--- src/gppb_consts.svh ---
`ifndef GPPB_CONSTS_SVH
`define GPPB_CONSTS_SVH

// port width and bus widths
`define GPPB_WIDTH        8
`define GPPB_AW           12
`define GPPB_DW           32

// register byte offsets
`define GPPB_OFF_DATA_LO  12'h000
`define GPPB_OFF_DATA_HI  12'h3fc
`define GPPB_OFF_DIR      12'h400
`define GPPB_OFF_FR1      12'h424
`define GPPB_OFF_FR2      12'h428
`define GPPB_OFF_IS       12'h804
`define GPPB_OFF_IBE      12'h808
`define GPPB_OFF_IEV      12'h80c
`define GPPB_OFF_IE       12'h810
`define GPPB_OFF_RIS      12'h814
`define GPPB_OFF_MIS      12'h818
`define GPPB_OFF_IC       12'h81c
`define GPPB_OFF_ODE      12'hc00

// data register bit-mask field inside the address
`define GPPB_BM_LSB       2
`define GPPB_BM_MSB       9

// reset values, default write mask and zero constants
`define GPPB_RST_DATA     8'hff
`define GPPB_RST_DIR      8'h00
`define GPPB_RST_FR1      8'h00
`define GPPB_RST_FR2      8'h00
`define GPPB_RST_IRQ      8'h00
`define GPPB_RST_ODE      8'h00
`define GPPB_ALL_WRITABLE 8'hff
`define GPPB_ZERO8        8'h00
`define GPPB_ZERO32       32'h0000_0000

`endif

--- src/gppb_pkg.sv ---
`default_nettype none
`include "gppb_consts.svh"

package gppb_pkg;

   // register selected by an address
   typedef enum logic [3:0] {
      GPPB_REG_DATA,
      GPPB_REG_DIR,
      GPPB_REG_FR1,
      GPPB_REG_FR2,
      GPPB_REG_IS,
      GPPB_REG_IBE,
      GPPB_REG_IEV,
      GPPB_REG_IE,
      GPPB_REG_RIS,
      GPPB_REG_MIS,
      GPPB_REG_IC,
      GPPB_REG_ODE,
      GPPB_REG_NONE
   } gppb_reg_t;

   // classic wishbone request from the master
   typedef struct packed {
      logic                   cyc;
      logic                   stb;
      logic                   we;
      logic [3:0]             sel;
      logic [`GPPB_AW-1:0]    adr;
      logic [`GPPB_DW-1:0]    dat;
   } gppb_wb_req_t;

   // one alternate peripheral's drive of the port
   typedef struct packed {
      logic [`GPPB_WIDTH-1:0] out;
      logic [`GPPB_WIDTH-1:0] oe;
   } gppb_alt_t;

endpackage
`default_nettype wire

--- src/gppb_irq_detect.sv ---
`timescale 1ns/100ps
`default_nettype none
`include "gppb_consts.svh"

module gppb_irq_detect #(
   parameter int WIDTH = `GPPB_WIDTH
) (
   input  wire logic             clk_i,
   input  wire logic             rst_i,
   input  wire logic [WIDTH-1:0] pin_i,
   input  wire logic [WIDTH-1:0] level_sel_i,
   input  wire logic [WIDTH-1:0] both_sel_i,
   input  wire logic [WIDTH-1:0] high_sel_i,
   input  wire logic [WIDTH-1:0] clear_i,
   output logic      [WIDTH-1:0] raw_o
);
   logic [WIDTH-1:0] prev_r;
   logic [WIDTH-1:0] edge_pend_r;
   logic [WIDTH-1:0] rise;
   logic [WIDTH-1:0] fall;
   logic [WIDTH-1:0] edge_hit;

   // previous pin sample for edge detection
   // tracks the pin during reset, so no false edge on release
   always_ff @(posedge clk_i)
   begin
      if (rst_i)
         prev_r <= pin_i;
      else
         prev_r <= pin_i;
   end

   assign rise     = pin_i & ~prev_r;
   assign fall     = ~pin_i & prev_r;
   assign edge_hit = ~level_sel_i & ((both_sel_i & (rise | fall))
                   | (~both_sel_i & high_sel_i & rise)
                   | (~both_sel_i & ~high_sel_i & fall));

   always_ff @(posedge clk_i)
   begin
      if (rst_i)
         edge_pend_r <= '0;
      else
         edge_pend_r <= edge_hit | (edge_pend_r & ~clear_i);
   end

   assign raw_o = (level_sel_i & ~(pin_i ^ high_sel_i)) | (~level_sel_i & edge_pend_r);

   property p_both_edges;
      @(posedge clk_i) disable iff (rst_i)
      (!level_sel_i[0] && both_sel_i[0] && (pin_i[0] != prev_r[0])) |=> raw_o[0] || level_sel_i[0];
   endproperty
   a_both_edges: assert property (p_both_edges)
      else $error("both-edge event not latched");

   property p_single_edge;
      @(posedge clk_i) disable iff (rst_i)
      (!level_sel_i[0] && !both_sel_i[0] && high_sel_i[0] && fall[0] && !edge_pend_r[0])
         |=> !edge_pend_r[0];
   endproperty
   a_single_edge: assert property (p_single_edge)
      else $error("wrong edge latched");

   property p_clear;
      @(posedge clk_i) disable iff (rst_i)
      (clear_i[0] && !edge_hit[0]) |=> !edge_pend_r[0];
   endproperty
   a_clear: assert property (p_clear)
      else $error("pending edge not cleared");

endmodule // gppb_irq_detect
`default_nettype wire

--- src/gppb_pin_mux.sv ---
`timescale 1ns/100ps
`default_nettype none
`include "gppb_consts.svh"

module gppb_pin_mux
   import gppb_pkg::*;
#(
   parameter int WIDTH = `GPPB_WIDTH
) (
   input  wire logic             [WIDTH-1:0] data_i,
   input  wire logic             [WIDTH-1:0] dir_i,
   input  wire logic             [WIDTH-1:0] fr1_i,
   input  wire logic             [WIDTH-1:0] fr2_i,
   input  wire logic             [WIDTH-1:0] ode_i,
   input  wire gppb_pkg::gppb_alt_t          alt1_i,
   input  wire gppb_pkg::gppb_alt_t          alt2_i,
   output logic                  [WIDTH-1:0] pad_o,
   output logic                  [WIDTH-1:0] pad_oe_o
);
   logic [WIDTH-1:0] val;
   logic [WIDTH-1:0] drv;

   always_comb
   begin
      val = data_i;
      drv = dir_i;
      for (int i = 0; i < WIDTH; i++)
      begin
         if (fr1_i[i])
         begin
            val[i] = alt1_i.out[i];
            drv[i] = alt1_i.oe[i];
         end
         else if (fr2_i[i])
         begin
            val[i] = alt2_i.out[i];
            drv[i] = alt2_i.oe[i];
         end
      end
   end

   // open drain drives low only
   assign pad_o    = val & ~ode_i;
   assign pad_oe_o = drv & ~(ode_i & val);

endmodule // gppb_pin_mux
`default_nettype wire

--- src/gppb_port_bank.sv ---
// Operation
// - both-edges select fires on either transition
// - raw pending status readable, resets zero
// - non-writable bits ignore bus writes
// - function select routes peripheral output and enable to pin
`timescale 1ns/100ps
`default_nettype none
`include "gppb_consts.svh"

module gppb_port_bank
   import gppb_pkg::*;
#(
   parameter int                    WIDTH      = `GPPB_WIDTH,
   parameter logic [`GPPB_WIDTH-1:0] DATA_RST   = `GPPB_RST_DATA,
   parameter logic [`GPPB_WIDTH-1:0] DIR_RST    = `GPPB_RST_DIR,
   parameter logic [`GPPB_WIDTH-1:0] FR1_RST    = `GPPB_RST_FR1,
   parameter logic [`GPPB_WIDTH-1:0] DATA_WMASK = `GPPB_ALL_WRITABLE,
   parameter logic [`GPPB_WIDTH-1:0] DIR_WMASK  = `GPPB_ALL_WRITABLE,
   parameter logic [`GPPB_WIDTH-1:0] FR1_WMASK  = `GPPB_ALL_WRITABLE,
   parameter logic [`GPPB_WIDTH-1:0] FR2_WMASK  = `GPPB_ALL_WRITABLE,
   parameter logic [`GPPB_WIDTH-1:0] IRQ_WMASK  = `GPPB_ALL_WRITABLE,
   parameter logic [`GPPB_WIDTH-1:0] ODE_WMASK  = `GPPB_ALL_WRITABLE
) (
   input  wire logic                          clk_i,
   input  wire logic                          rst_i,
   input  wire gppb_pkg::gppb_wb_req_t        wb_req_i,
   output logic                  [`GPPB_DW-1:0] wb_dat_o,
   output logic                               wb_ack_o,
   input  wire logic             [WIDTH-1:0]  general_port_pin_i,
   output logic                  [WIDTH-1:0]  general_port_pin_o,
   output logic                  [WIDTH-1:0]  general_port_pin_oe_o,
   input  wire gppb_pkg::gppb_alt_t           alt1_i,
   input  wire gppb_pkg::gppb_alt_t           alt2_i,
   output logic                  [WIDTH-1:0]  alt_in_o,
   output logic                               irq_o
);
   logic [WIDTH-1:0]    port_data_masked_r;
   logic [WIDTH-1:0]    pin_direction_r;
   logic [WIDTH-1:0]    alt_function_select_one_r;
   logic [WIDTH-1:0]    alt_function_select_two_r;
   logic [WIDTH-1:0]    irq_edge_or_level_r;
   logic [WIDTH-1:0]    irq_both_edges_r;
   logic [WIDTH-1:0]    irq_polarity_r;
   logic [WIDTH-1:0]    irq_enable_mask_r;
   logic [WIDTH-1:0]    open_drain_enable_r;
   logic [WIDTH-1:0]    irq_raw_pending;
   logic [WIDTH-1:0]    irq_masked_pending;
   logic [WIDTH-1:0]    irq_clear_nxt;
   logic [WIDTH-1:0]    data_view;
   logic [WIDTH-1:0]    bit_mask;
   logic [WIDTH-1:0]    wr_byte;
   logic [WIDTH-1:0]    rd_byte;
   logic [WIDTH-1:0]    pad_nxt;
   logic [WIDTH-1:0]    pad_oe_nxt;
   logic                ack_r;
   logic                req;
   logic                wr;
   logic                wr_lane;
   gppb_reg_t           sel_reg;

   // map a byte address to a register
   function automatic gppb_reg_t decode(input logic [`GPPB_AW-1:0] adr);
      gppb_reg_t r;
      r = GPPB_REG_NONE;
      if (adr[1:0] == 2'b00)
      begin
         if (adr <= `GPPB_OFF_DATA_HI)
            r = GPPB_REG_DATA;
         else
         begin
            case (adr)
               `GPPB_OFF_DIR: r = GPPB_REG_DIR;
               `GPPB_OFF_FR1: r = GPPB_REG_FR1;
               `GPPB_OFF_FR2: r = GPPB_REG_FR2;
               `GPPB_OFF_IS:  r = GPPB_REG_IS;
               `GPPB_OFF_IBE: r = GPPB_REG_IBE;
               `GPPB_OFF_IEV: r = GPPB_REG_IEV;
               `GPPB_OFF_IE:  r = GPPB_REG_IE;
               `GPPB_OFF_RIS: r = GPPB_REG_RIS;
               `GPPB_OFF_MIS: r = GPPB_REG_MIS;
               `GPPB_OFF_IC:  r = GPPB_REG_IC;
               `GPPB_OFF_ODE: r = GPPB_REG_ODE;
               default:       r = GPPB_REG_NONE;
            endcase
         end
      end
      return r;
   endfunction

   // merge write data into writable bits only
   function automatic logic [WIDTH-1:0] merge(input logic [WIDTH-1:0] old,
                                              input logic [WIDTH-1:0] nw,
                                              input logic [WIDTH-1:0] wmask);
      return (old & ~wmask) | (nw & wmask);
   endfunction

   // bus request qualification
   assign req      = wb_req_i.cyc & wb_req_i.stb & ~ack_r;
   assign wr       = req & wb_req_i.we;
   assign wr_lane  = wr & wb_req_i.sel[0];
   assign wr_byte  = wb_req_i.dat[WIDTH-1:0];
   assign sel_reg  = decode(wb_req_i.adr);
   assign bit_mask = wb_req_i.adr[`GPPB_BM_MSB:`GPPB_BM_LSB];

   // one-cycle ack, dropped the cycle after
   always_ff @(posedge clk_i)
   begin
      if (rst_i)
         ack_r <= 1'b0;
      else
         ack_r <= req;
   end

   // data register, masked by address bits
   // locked data bits kept
   always_ff @(posedge clk_i)
   begin
      if (rst_i)
         port_data_masked_r <= DATA_RST;
      else if (wr_lane && sel_reg == GPPB_REG_DATA)
         port_data_masked_r <= merge(port_data_masked_r, wr_byte, bit_mask & DATA_WMASK);
   end

   // direction, function selects and open drain enable
   // locked control bits kept
   always_ff @(posedge clk_i)
   begin
      if (rst_i)
      begin
         pin_direction_r           <= DIR_RST;
         alt_function_select_one_r <= FR1_RST;
         alt_function_select_two_r <= `GPPB_RST_FR2;
         open_drain_enable_r       <= `GPPB_RST_ODE;
      end
      else if (wr_lane)
      begin
         case (sel_reg)
            GPPB_REG_DIR:
               pin_direction_r <= merge(pin_direction_r, wr_byte, DIR_WMASK);
            GPPB_REG_FR1:
               alt_function_select_one_r <= merge(alt_function_select_one_r, wr_byte,
                                                  FR1_WMASK);
            GPPB_REG_FR2:
               alt_function_select_two_r <= merge(alt_function_select_two_r, wr_byte,
                                                  FR2_WMASK);
            GPPB_REG_ODE:
               open_drain_enable_r <= merge(open_drain_enable_r, wr_byte, ODE_WMASK);
            default:
               open_drain_enable_r <= open_drain_enable_r;
         endcase
      end
   end

   // interrupt configuration registers
   // locked interrupt bits kept
   always_ff @(posedge clk_i)
   begin
      if (rst_i)
      begin
         irq_edge_or_level_r <= `GPPB_RST_IRQ;
         irq_both_edges_r    <= `GPPB_RST_IRQ;
         irq_polarity_r      <= `GPPB_RST_IRQ;
         irq_enable_mask_r   <= `GPPB_RST_IRQ;
      end
      else if (wr_lane)
      begin
         case (sel_reg)
            GPPB_REG_IS:
               irq_edge_or_level_r <= merge(irq_edge_or_level_r, wr_byte, IRQ_WMASK);
            GPPB_REG_IBE:
               irq_both_edges_r <= merge(irq_both_edges_r, wr_byte, IRQ_WMASK);
            GPPB_REG_IEV:
               irq_polarity_r <= merge(irq_polarity_r, wr_byte, IRQ_WMASK);
            GPPB_REG_IE:
               irq_enable_mask_r <= merge(irq_enable_mask_r, wr_byte, IRQ_WMASK);
            default:
               irq_enable_mask_r <= irq_enable_mask_r;
         endcase
      end
   end

   assign irq_clear_nxt = (wr_lane && sel_reg == GPPB_REG_IC) ? (wr_byte & IRQ_WMASK)
                                                               : `GPPB_ZERO8;

   // per-bit event detection
   gppb_irq_detect #(
      .WIDTH       (WIDTH)
   ) u_detect (
      .clk_i       (clk_i),
      .rst_i       (rst_i),
      .pin_i       (general_port_pin_i),
      .level_sel_i (irq_edge_or_level_r),
      .both_sel_i  (irq_both_edges_r),
      .high_sel_i  (irq_polarity_r),
      .clear_i     (irq_clear_nxt),
      .raw_o       (irq_raw_pending)
   );

   assign irq_masked_pending = irq_raw_pending & irq_enable_mask_r;

   // interrupt request line
   always_ff @(posedge clk_i)
   begin
      if (rst_i)
         irq_o <= 1'b0;
      else
         irq_o <= |irq_masked_pending;
   end

   // pin view: outputs read latch, inputs read pin
   assign data_view = (pin_direction_r & port_data_masked_r)
                    | (~pin_direction_r & general_port_pin_i);

   // read mux
   // raw status read
   always_comb
   begin
      case (sel_reg)
         GPPB_REG_DATA: rd_byte = data_view & bit_mask;
         GPPB_REG_DIR:  rd_byte = pin_direction_r;
         GPPB_REG_FR1:  rd_byte = alt_function_select_one_r;
         GPPB_REG_FR2:  rd_byte = alt_function_select_two_r;
         GPPB_REG_IS:   rd_byte = irq_edge_or_level_r;
         GPPB_REG_IBE:  rd_byte = irq_both_edges_r;
         GPPB_REG_IEV:  rd_byte = irq_polarity_r;
         GPPB_REG_IE:   rd_byte = irq_enable_mask_r;
         GPPB_REG_RIS:  rd_byte = irq_raw_pending;
         GPPB_REG_MIS:  rd_byte = irq_masked_pending;
         GPPB_REG_ODE:  rd_byte = open_drain_enable_r;
         default:       rd_byte = `GPPB_ZERO8;
      endcase
   end

   // read data latched with the ack
   always_ff @(posedge clk_i)
   begin
      if (rst_i)
         wb_dat_o <= `GPPB_ZERO32;
      else if (req && !wb_req_i.we)
         wb_dat_o <= {{(`GPPB_DW-WIDTH){1'b0}}, rd_byte};
   end

   assign wb_ack_o = ack_r;

   // pad drive selection
   gppb_pin_mux #(
      .WIDTH    (WIDTH)
   ) u_mux (
      .data_i   (port_data_masked_r),
      .dir_i    (pin_direction_r),
      .fr1_i    (alt_function_select_one_r),
      .fr2_i    (alt_function_select_two_r),
      .ode_i    (open_drain_enable_r),
      .alt1_i   (alt1_i),
      .alt2_i   (alt2_i),
      .pad_o    (pad_nxt),
      .pad_oe_o (pad_oe_nxt)
   );

   always_ff @(posedge clk_i)
   begin
      if (rst_i)
      begin
         general_port_pin_o    <= '0;
         general_port_pin_oe_o <= '0;
         alt_in_o              <= '0;
      end
      else
      begin
         general_port_pin_o    <= pad_nxt;
         general_port_pin_oe_o <= pad_oe_nxt;
         alt_in_o              <= general_port_pin_i;
      end
   end

   property p_raw_reset;
      @(posedge clk_i)
      rst_i |=> (irq_raw_pending & ~irq_edge_or_level_r) == `GPPB_ZERO8;
   endproperty
   a_raw_reset: assert property (p_raw_reset)
      else $error("raw edge status not zero after reset");

   property p_locked_dir;
      @(posedge clk_i) disable iff (rst_i)
      (wr_lane && sel_reg == GPPB_REG_DIR)
         |=> ((pin_direction_r ^ $past(pin_direction_r)) & ~DIR_WMASK) == `GPPB_ZERO8;
   endproperty
   a_locked_dir: assert property (p_locked_dir)
      else $error("locked direction bit changed");

   property p_locked_fr2;
      @(posedge clk_i) disable iff (rst_i)
      (wr_lane && sel_reg == GPPB_REG_FR2)
         |=> ((alt_function_select_two_r ^ $past(alt_function_select_two_r)) & ~FR2_WMASK)
             == `GPPB_ZERO8;
   endproperty
   a_locked_fr2: assert property (p_locked_fr2)
      else $error("locked function select bit changed");

   property p_gpio_out;
      @(posedge clk_i) disable iff (rst_i)
      (!alt_function_select_one_r[0] && !alt_function_select_two_r[0]
         && pin_direction_r[0] && !open_drain_enable_r[0])
         |=> general_port_pin_oe_o[0] && (general_port_pin_o[0] == $past(port_data_masked_r[0]));
   endproperty
   a_gpio_out: assert property (p_gpio_out)
      else $error("gpio output not driven from data");

   property p_alt_out;
      @(posedge clk_i) disable iff (rst_i)
      (alt_function_select_one_r[0] && !open_drain_enable_r[0])
         |=> general_port_pin_o[0] == $past(alt1_i.out[0])
             && general_port_pin_oe_o[0] == $past(alt1_i.oe[0]);
   endproperty
   a_alt_out: assert property (p_alt_out)
      else $error("alternate function not routed");

   property p_masked_read;
      @(posedge clk_i) disable iff (rst_i)
      (req && !wb_req_i.we && sel_reg == GPPB_REG_MIS)
         |=> wb_ack_o
             && wb_dat_o[WIDTH-1:0] == ($past(irq_raw_pending) & $past(irq_enable_mask_r));
   endproperty
   a_masked_read: assert property (p_masked_read)
      else $error("masked status read mismatch");

   property p_ack_pulse;
      @(posedge clk_i) disable iff (rst_i)
      wb_ack_o |=> !wb_ack_o;
   endproperty
   a_ack_pulse: assert property (p_ack_pulse)
      else $error("ack held longer than one cycle");

endmodule // gppb_port_bank
`default_nettype wire

--- config.mk ---
export PLATFORM = sky130hd
export DESIGN_NAME = gppb_port_bank
export DESIGN_NICKNAME = d
export VERILOG_FILES = /design/src/gppb_pkg.sv /design/src/gppb_irq_detect.sv /design/src/gppb_pin_mux.sv /design/src/gppb_port_bank.sv
export VERILOG_INCLUDE_DIRS = /design/src
export SDC_FILE = /design/constraint.sdc
export NUM_CORES = 1
export LEC_CHECK = 0
export BUFFER_PORTS_ARGS = -buffer_cell sky130_fd_sc_hd__buf_4
export CORE_MARGIN = 2
export CORE_UTILIZATION = 59
export CTS_BUF_LIST = sky130_fd_sc_hd__clkbuf_16
export DETAILED_ROUTE_END_ITERATION = 6
export PLACE_DENSITY = 0.86
export SKIP_CTS_REPAIR_TIMING = 1
export SLEW_MARGIN = 20
export SYNTH_ARGS = -nofsm -noshare
export SYNTH_HDL_FRONTEND = slang
export SYNTH_SLANG_ARGS = --single-unit
export TNS_END_PERCENT = 10
--- constraint.sdc ---
create_clock -name clk_i -period 6 [get_ports clk_i]
set_clock_uncertainty 0.1 [all_clocks]
set_input_delay 1.2 -clock clk_i [delete_from_list [all_inputs] [get_ports clk_i]]
set_output_delay 1.2 -clock clk_i [all_outputs]
set_load 0.02 [all_outputs]
# After elaboration in Yosys (flattened, before gate mapping)
# Index checks and enable logic that the tools add are counted.
# Widths: inputs -> output; s select.
[totals] out_inout_bits=58 rom_bits=0 latch_bits=0 mem_bits_rw=0 elab_cells=136 in_bits=93 n_memories=0 regBits=122
[op_classes] n_mux=37 div=0 n_eq_ne=22 n_reduce_logical=15 n_addsub=0 n_lt_le_gt_ge=1 shifts=0 multipliers=0 bitwise_logic=44
[op_table] op="$and 8x8->8" count=20
[op_table] op="$eq 12x12->1 const B" count=8
[op_table] op="$not 8->8" count=11
[op_table] op="$pmux 8 s11" count=1
[op_table] op="$or 8x8->8" count=7
[op_table] op="$pmux 4 s11" count=1
[op_table] op="$eq 12x11->1 const B" count=3
[op_table] op="$mux 1" count=32
[op_table] op="$eq 4x3->1 const B" count=4
[op_table] op="$eq 4x4->1 const B" count=4
[op_table] op="$reduce_and 2->1" count=8
[op_table] op="$le 12x10->1 const B" count=1
[op_table] op="$eq 4x2->1 const B" count=2
[op_table] op="$mux 4" count=2
[op_table] op="$mux 8" count=1
[op_table] op="$reduce_or 8->1" count=1
[op_table] op="$xor 8x8->8" count=1
[op_table] op="$and 1x1->1" count=4
[op_table] op="$eq 4x1->1 const B" count=1
[op_table] op="$logic_not 4->1" count=1
[op_table] op="$logic_and 1x1->1" count=3
[op_table] op="$logic_not 2->1" count=1
[op_table] op="$logic_not 1->1" count=1
[op_table] op="$not 1->1" count=1

# Longest topological paths before layout
# Gate-level depths: netlist of the first run.
[depth] depth_word=10 ltp_mapped=9

# Cells and area by module
# Synthesis of the first run repeated with hierarchy kept, for this count alone.
[unflattened] hier_cells=729 hier_area_um2=6790.3
[modules_own_cells] module="gppb_port_bank" area_per_inst_um2=5268.8 cells_per_inst=557 n_inst=1
[modules_own_cells] module="gppb_irq_detect" area_per_inst_um2=1057.3 cells_per_inst=114 n_inst=1
[modules_own_cells] module="gppb_pin_mux" area_per_inst_um2=464.2 cells_per_inst=58 n_inst=1

# Worst setup path before layout of the first run
# No wires, ideal clock.
[synth_path] kind="input -> register" start="in wb_req_i[37] in the netlist's numbering" end="reg wb_dat_o[0]" stages=7 setup_ns=0.120 t_arrival_ns=3.235 path_slack_ns=2.545 n_path_buf=1 path_cell_list="buf_2 or4_4 o41ai_4 a32oi_2 mux2_2 o211a_1 o31a_1"
[synth_via] elab_chain_cells=6 elab_cells_between_ends=27
[synth_lines] item="start: declaration" line="gppb_port_bank.sv:26" source="input wire gppb_pkg::gppb_wb_req_t wb_req_i,"
[synth_lines] item="branches (longest 2 deep; another with $le 12x10->1)"
[synth_lines] item="$mux 4 *" line="gppb_port_bank.sv:67" source="if (adr <= `GPPB_OFF_DATA_HI)"
[synth_lines] item="$mux 4 *" line="gppb_port_bank.sv:65" source="if (adr[1:0] == 2'b00)"
[synth_lines] item="$eq 4x4->1 (tied with other cells)" line="gppb_port_bank.sv:218" source="case (sel_reg)"
[synth_lines] item="$pmux 8 s11 *" line="gppb_port_bank.sv:218"
[synth_lines] item="end signal: assignment" line="gppb_port_bank.sv:238" source="wb_dat_o <= `GPPB_ZERO32;"
[synth_lines] item="end signal: assignment" line="gppb_port_bank.sv:240" source="wb_dat_o <= {{(`GPPB_DW-WIDTH){1'b0}}, rd_byte};"
[synth_lines] item="end: declaration" line="gppb_port_bank.sv:27" source="output logic [`GPPB_DW-1:0] wb_dat_o,"
# Mark *: on every way between the ends.
# A chain may end at the register's enable or synchronous reset.

# Final worst setup path of the first run
[layout_path] start="in wb_req_i[33] in the netlist's numbering" end="reg irq_both_edges_r[2]"
[layout_via] elab_chain_cells=6 elab_cells_between_ends=18
[layout_lines] item="branches (longest 3 deep; another with $le 12x10->1)"
[layout_lines] item="$mux 4 *" line="gppb_port_bank.sv:65"
[layout_lines] item="$eq 4x3->1 *" line="gppb_port_bank.sv:167" source="case (sel_reg)"
[layout_lines] item="$reduce_and 2->1 (no source line) *"
[layout_lines] item="end signal: assignment" line="gppb_port_bank.sv:161" source="irq_both_edges_r <= `GPPB_RST_IRQ;"
[layout_lines] item="end signal: assignment" line="gppb_port_bank.sv:171" source="irq_both_edges_r <= merge(irq_both_edges_r, wr_byte, IRQ_WMASK);"
[layout_lines] item="end: declaration" line="gppb_port_bank.sv:42" source="logic [WIDTH-1:0] irq_both_edges_r;"
# Marked as above.

==> results.cfg, run 1 <==
[timing]
slew_headroom_pct = 32.1
hold-worst-slack_ns = 0.376
finalHoldViolCount = 0
fin_crit_sh_pct = 65.1
period_needed_ns = 3.91
tns_ns = 0
fin_ws_ns = 2.09
rsz0062_at_grt = false
worst_pin_slew_ns = 1.01
setup_viol = 0
drv_slew = 0
fmax_mhz = 256

[power]
p_sw_uw = 496
fin_total_pwr_mw = 2.12
p_int_mw = 1.62
vdd_ir_drop_max_uv = 248
p_leak_nw = 3.40
p_comb_share_pct = 8.1
switching_share_pct = 23.4
clock_power_share_pct = 52.8
power_density_nw_per_um2 = 269
seq_power_share_pct = 39.1

[synthesis]
synth_warnings = 0
synth_edf_count = 0
synthFlopType = dfxtp_1
synth_top_area_cell = dfxtp_1
yosysSeqAreaShare_pct = 37.4
syn_avg_cell_area_um2 = 8.64
synth-seq-cells = 122
synth_area_leaders = dfxtp_1, mux2i_1, nand2_1
async_flop_share_pct = 0
syn_inst = 755
synth_top_area_share_pct = 37.4
yosysUniqueCellTypes = 64
syn_area_um2 = 6520

[global_route]
grt_max_degree = 117
grt.busiest_layer = met2
grt_pass1_vias = 5754
grt_use_met1_pct = 45.4
grt_usage_pct = 35.3
grt.overflow.total = 0
global_route.usage.met3_pct = 8.49
grt_pass1_wl_mm = 31.3
antenna_found_initial = 0
grt_use_met2_pct = 56.0

[clocking]
cts.path.max_buffers = 2
cts_buffers = 17
htreeDepth = 4
clockRootBuffer = clkbuf_16
cts_tree = built
clk_latency_ns = 0.42
clock_sinks = 122
clkTransAtPathRegs_ns = 0.06

[placement]
port_buffers = 99
dp_cells = 954
dp_hpwl_mm = 14.4
finalWeightedCongestion = 0.972
place_area_um2 = 7220
pre_cts_ws_ns = 1.68

[worst_hold_path]
hold_class = reg -> reg
hold_start = irq_enable_mask_r[3]
hold_path_end = irq_enable_mask_r[3]
hold_depth = 2

[worst_setup_path]
endpoint_kind = register
slowest_delay_ns = 0.79
critPathArrivalTime_ns = 4.08
path_cells = buf_4 -> or4_1 -> nor4_4 -> a31o_2 -> nand4_2 -> mux2i_1 -> nor2_1
crit_family = simple AND/OR/NAND/NOR gates
path_buf_inv = 1
crit_required_ns = 6.17
r2r-start = wb_ack_o
path_class = in -> reg
reg2regPathDepth = 5
cp_slowest_cell = or4_1
cp-start-kind = primary input
timing.reg2reg.setup_slack_ns = 3.44
cp_max_fo = 9
regToRegEndpoint = wb_dat_o[1]

[detailed_routing]
dr.pass1.iters = 5
drc_errors = 0
ant_nets = 0
vias_per_cell = 6.27
wl_per_cell_um = 21.0
vias = 6174
finalWirelength_mm = 20.7
drt_iter0_markers = 626

[final_layout]
drive_gt1_share_pct = 20.2
regArea_um2 = 2440
diodes = 0
layout.nets = 942
nFillCells = 781
area_delta_synth_final_pct = 20.7
final_util_pct = 72.9
multi_input_area_um2 = 3730
design_area_um2 = 7870
instances_no_fill = 985

[die]
die_w_um = 109
ios = 151
start_util_pct = 60.4
fp.dieH_um = 109
core_area_um2 = 10800
rows = 38
die-area_um2 = 11900

[flow_run]
max_cap_viol_count = 0

[outcome]
outcome = completed
==> cells in the final DEF (no fill, tap or decap), drive strengths merged, types with 10 or more instances in the layout <==
cell / instances
a21oi: 53
o21ai: 22
ha: 16
nor2b: 12
a211o: 15
clkbuf: 17
a31oi: 11
nor4: 10
mux2: 12
mux2i: 66
nand2: 94
buf: 104
nor2: 73
nand3: 20
dfxtp: 122
conb: 24
nand4: 12
inv: 29
a211oi: 16
==> layout make-up <==
cell class,instances,share of cell area [%]
Sequential cell,122,31.0
Tap cell,140,2.23
Inverter,26,1.24
Clock inverter,14,2.78
Multi-Input combinational cell,562,47.4
Timing Repair Buffer,104,9.97
Clock buffer,17,5.40
==> tightest hold or removal path, stage by stage, from the launching register on <==
cell and delay, ns:
dfxtp_1 0.32, nand2_1 0.06, a21oi_1 0.05
==> cells by family (layout without fill, tap and decap cells) <==
kind of cell / after synthesis / in the layout / synth area share (%)
buffers and inverters: 94 / 161 / 7.08
DFF: 122 / 122 / 37.4
xor gates and xnor gates: 11 / 11 / 1.48
and+or+nand+nor: 267 / 267 / 20.9
AOI/OAI and AO/OA: 166 / 166 / 17.7
other: 1 / 24 / 0.0575
muxes: 78 / 78 / 12.2
adders and majority gates: 16 / 16 / 3.07
==> Yosys cell counts (5+ instances only) <==
cell / number
a211o_1: 15
xnor2_1: 9
ha_1: 16
a21oi_1: 53
dfxtp_1: 122
nand2_1: 94
mux2i_1: 66
nor2_1: 73
a211oi_1: 16
buf_4: 26
nand4_1: 8
and3_1: 9
nor3_1: 5
nor4_2: 5
o211ai_1: 6
a22oi_1: 9
o21ai_0: 22
nand3_1: 20
inv_1: 26
a31oi_1: 11
clkbuf_1: 30
nor2b_1: 12
buf_2: 9
nor3b_1: 8
mux2_2: 12
==> power groups by stage <==
| stage | clock (mW) | sequential [mW] | combinational, mW |
|---|---|---|---|
| after floorplan | 0 | 0.852 | 0.101 |
| after global routing | 1.16 | 0.830 | 0.184 |
| final | 1.12 | 0.829 | 0.172 |
| after global placement | 0 | 0.845 | 0.160 |
| after CTS | 1.12 | 0.829 | 0.168 |
| after detailed placement | 0 | 0.846 | 0.166 |
==> routing by layer <==
metal	vias up	part of all wire, %	wire [um]
met2	376	46	9540
met3	71	10	2120
met5	-	0	0
met4	0	3.4	702
met1	2925	40	8340
li1	2802	-	-
==> worst max path at each step <==
stage	startpoint	to	slack (ns)	cells past startpoint
2_1_floorplan	wb_req_i[37]	wb_dat_o[0]	2.55	7
3_3_place_gp	wb_req_i[33]	alt_function_select_one_r[7]	1.75	7
3_5_place_dp	wb_req_i[33]	alt_function_select_one_r[4]	1.68	7
4_1_cts	wb_req_i[33]	alt_function_select_one_r[4]	2.12	7
5_1_grt	wb_req_i[33]	irq_edge_or_level_r[6]	2.04	7
6_report	wb_req_i[33]	irq_both_edges_r[2]	2.09	7
(Power assumes the default switching activity.)
==> inputs of run 2 (changes only) <==
--- a/config.mk
+++ b/config.mk
@@ -6,12 +6,13 @@
 export SDC_FILE = /design/constraint.sdc
 export NUM_CORES = 1
 export LEC_CHECK = 0
+export ABC_AREA = 1
 export BUFFER_PORTS_ARGS = -buffer_cell sky130_fd_sc_hd__buf_4
 export CORE_MARGIN = 2
-export CORE_UTILIZATION = 59
+export CORE_UTILIZATION = 54
 export CTS_BUF_LIST = sky130_fd_sc_hd__clkbuf_16
 export DETAILED_ROUTE_END_ITERATION = 6
-export PLACE_DENSITY = 0.86
+export PLACE_DENSITY = 0.8
 export SKIP_CTS_REPAIR_TIMING = 1
 export SLEW_MARGIN = 20
 export SYNTH_ARGS = -nofsm -noshare
==> constraint.sdc (replaced) <==
create_clock -name clk_i -period 3.9 [get_ports clk_i]
set_clock_uncertainty 0.1 [all_clocks]
set_input_delay 0.78 -clock clk_i [delete_from_list [all_inputs] [get_ports clk_i]]
set_output_delay 0.78 -clock clk_i [all_outputs]
set_load 0.02 [all_outputs]
==> run 2 against run 1 <==
Power rose by 38%. Synthesized cell count rose by 19%. Highest routed layer unchanged. First-iteration DRC count fell by 3.4%. Sequential share of layout area rose by 0.81 points. Largest power group unchanged. Critical path depth rose by 8.
==> results.cfg, run 2 <==
[synthesis]
synthFlopType = dfxtp_1
syn_avg_cell_area_um2 = 7.08
synth_top_area_share_pct = 38.3
synth_area_leaders = dfxtp_1, inv_1, a21oi_1
syn_area_um2 = 6380
yosysUniqueCellTypes = 36
async_flop_share_pct = 0
synth_most_common_cell = inv_1
synth_top_area_cell = dfxtp_1
syn_inst = 901
synth_edf_count = 0
ys_top_cells_by_count = inv_1, dfxtp_1, nand2_1
yosysSeqAreaShare_pct = 38.3
synth-seq-cells = 122
synth_warnings = 0

[die]
start_util_pct = 55.6
rows = 39
ios = 151
fp.dieH_um = 113
die_w_um = 113
core_area_um2 = 11500
die-area_um2 = 12700

[timing]
fin_crit_sh_pct = 64.1
finalHoldViolCount = 0
rsz0062_at_grt = false
fmax_mhz = 400
tns_ns = 0
period_needed_ns = 2.50
setup_viol = 0
slew_headroom_pct = 35.3
worst_pin_slew_ns = 0.967
drv_slew = 0

[global_route]
grt_max_degree = 67
grt_pass1_vias = 5863
grt.overflow.total = 0
grt_usage_pct = 28.4
antenna_found_initial = 0
grt_pass1_wl_mm = 28.6

[detailed_routing]
ant_nets = 0
drc_errors = 0
vias = 6381
vias_per_cell = 5.52
dr.pass1.iters = 6
drt_iter0_markers = 605
finalWirelength_mm = 17.7
wl_per_cell_um = 15.3

[worst_setup_path]
r2r-start = wb_ack_o
regToRegEndpoint = irq_enable_mask_r[6]
cp_slowest_cell = nor2_8
crit_required_ns = 4.07
cp_num_cells = 15
critPathArrivalTime_ns = 2.67
path_buf_inv = 3
endpoint_kind = register
reg2regPathDepth = 5
timing.reg2reg.setup_slack_ns = 1.68
path_class = in -> reg
path_cells = buf_4 -> nor2_2 -> nand2_1 -> nor2_4 -> nand2_4 -> o21ai_2 -> inv_2 -> nand3_1 -> nand2_1 -> inv_2 -> nand3_4 -> nor2_8 -> nand2_1 -> nand2_1 -> nand3_1
crit_family = simple AND/OR/NAND/NOR gates
slowest_delay_ns = 0.24
cp-start-kind = primary input
cp_max_fo = 16
cp_common_cell = nand2_1
crit_path_start = wb_req_i[33]

[final_layout]
multi_input_area_um2 = 3200
diodes = 0
mostFrequentLayoutCells = inv_1, nand2_1, dfxtp_1, buf_4, nor2_1
area_delta_synth_final_pct = 20.3
regArea_um2 = 2440
nFillCells = 1014
layout.nets = 1110
final_common_cell = inv_1
drive_gt1_share_pct = 18.4

[placement]
finalWeightedCongestion = 0.948
port_buffers = 99
dp_hpwl_mm = 12.4

[clocking]
clock_sinks = 122
cts_tree = built
clk_latency_ns = 0.42
clockRootBuffer = clkbuf_16
htreeDepth = 4
cts.path.max_buffers = 2
cts_buffers = 17
clkTransAtPathRegs_ns = 0.06

[power]
power_density_nw_per_um2 = 381
fin_total_pwr_mw = 2.93
vdd_ir_drop_max_uv = 401
p_leak_nw = 3.37

[worst_hold_path]
hold_path_end = general_port_pin_o[5]
hold_start = open_drain_enable_r[5]
hold_class = reg -> reg
hold_depth = 1

[flow_run]
max_cap_viol_count = 0

[outcome]
outcome = completed
run 2: area by class of cell:
| class | count | area share (%) |
|---|---|---|
| multi-input cells | 614 | 41.7 |
| flip-flops and latches | 122 | 31.8 |
| repair buffers | 106 | 10.4 |
| inverters | 140 | 6.85 |
| clock buffers | 17 | 5.54 |
| well taps | 143 | 2.33 |
| clock inverters | 14 | 1.42 |
run 2: logic make-up after synthesis:
kind of cell	after synthesis	share of synthesized area, %
and+or+nand+nor	331	24.5
AOI/OAI and AO/OA	243	21.1
buffers and inverters	188	13.0
DFF	122	38.3
adders and majority gates	16	3.14
other	1	0.0588
run 2: per-layer routing:
layer	wire length, um	vias to the layer above	GRT usage (%)
li1	-	3138	-
met1	7680	2921	37.6
met3	1530	36	6.21
met2	8010	286	44.6
met4	505	0	12.9
met5	0	-	0
run 2: worst reg2reg max path, stage by stage, from the launching register on:
cell     delay, ns
dfxtp_1       0.31
nor2_1        0.15
nand3_2       0.32
nor2_1        0.87
o21ai_0       0.23
a21oi_1       0.17
run 2: power breakdown:
part	internal [mW]	switching (mW)	leakage (nW)	total (mW)
clock	0.858	0.562	0.251	1.42
sequential	1.27	0.00692	0.993	1.27
combinational	0.0832	0.150	2.12	0.233
run 2: per-stage QoR:
step / utilization (%) / instances / setup WS [ns] / instance area [um^2] / hold slack, ns
floorplan: - / 924 / 1.45 / 6470 / 0.301
global placement: 62.2 / 1125 / 1.05 / 7140 / 0.306
detailed placement: 62.2 / 1125 / 1.00 / 7140 / 0.308
CTS: 66.9 / 1156 / 1.44 / 7670 / 0.317
global route: 66.9 / 1156 / 1.25 / 7670 / 0.327
finish: 66.9 / 1156 / 1.40 / 7670 / 0.321
run 2: worst max-delay path by stage:
stage	end	slack, ns
final	register	1.40
after global routing	register	1.25
after CTS	register	1.44
after detailed placement	register	1.0
after global placement	register	1.05
after floorplan	register	1.45
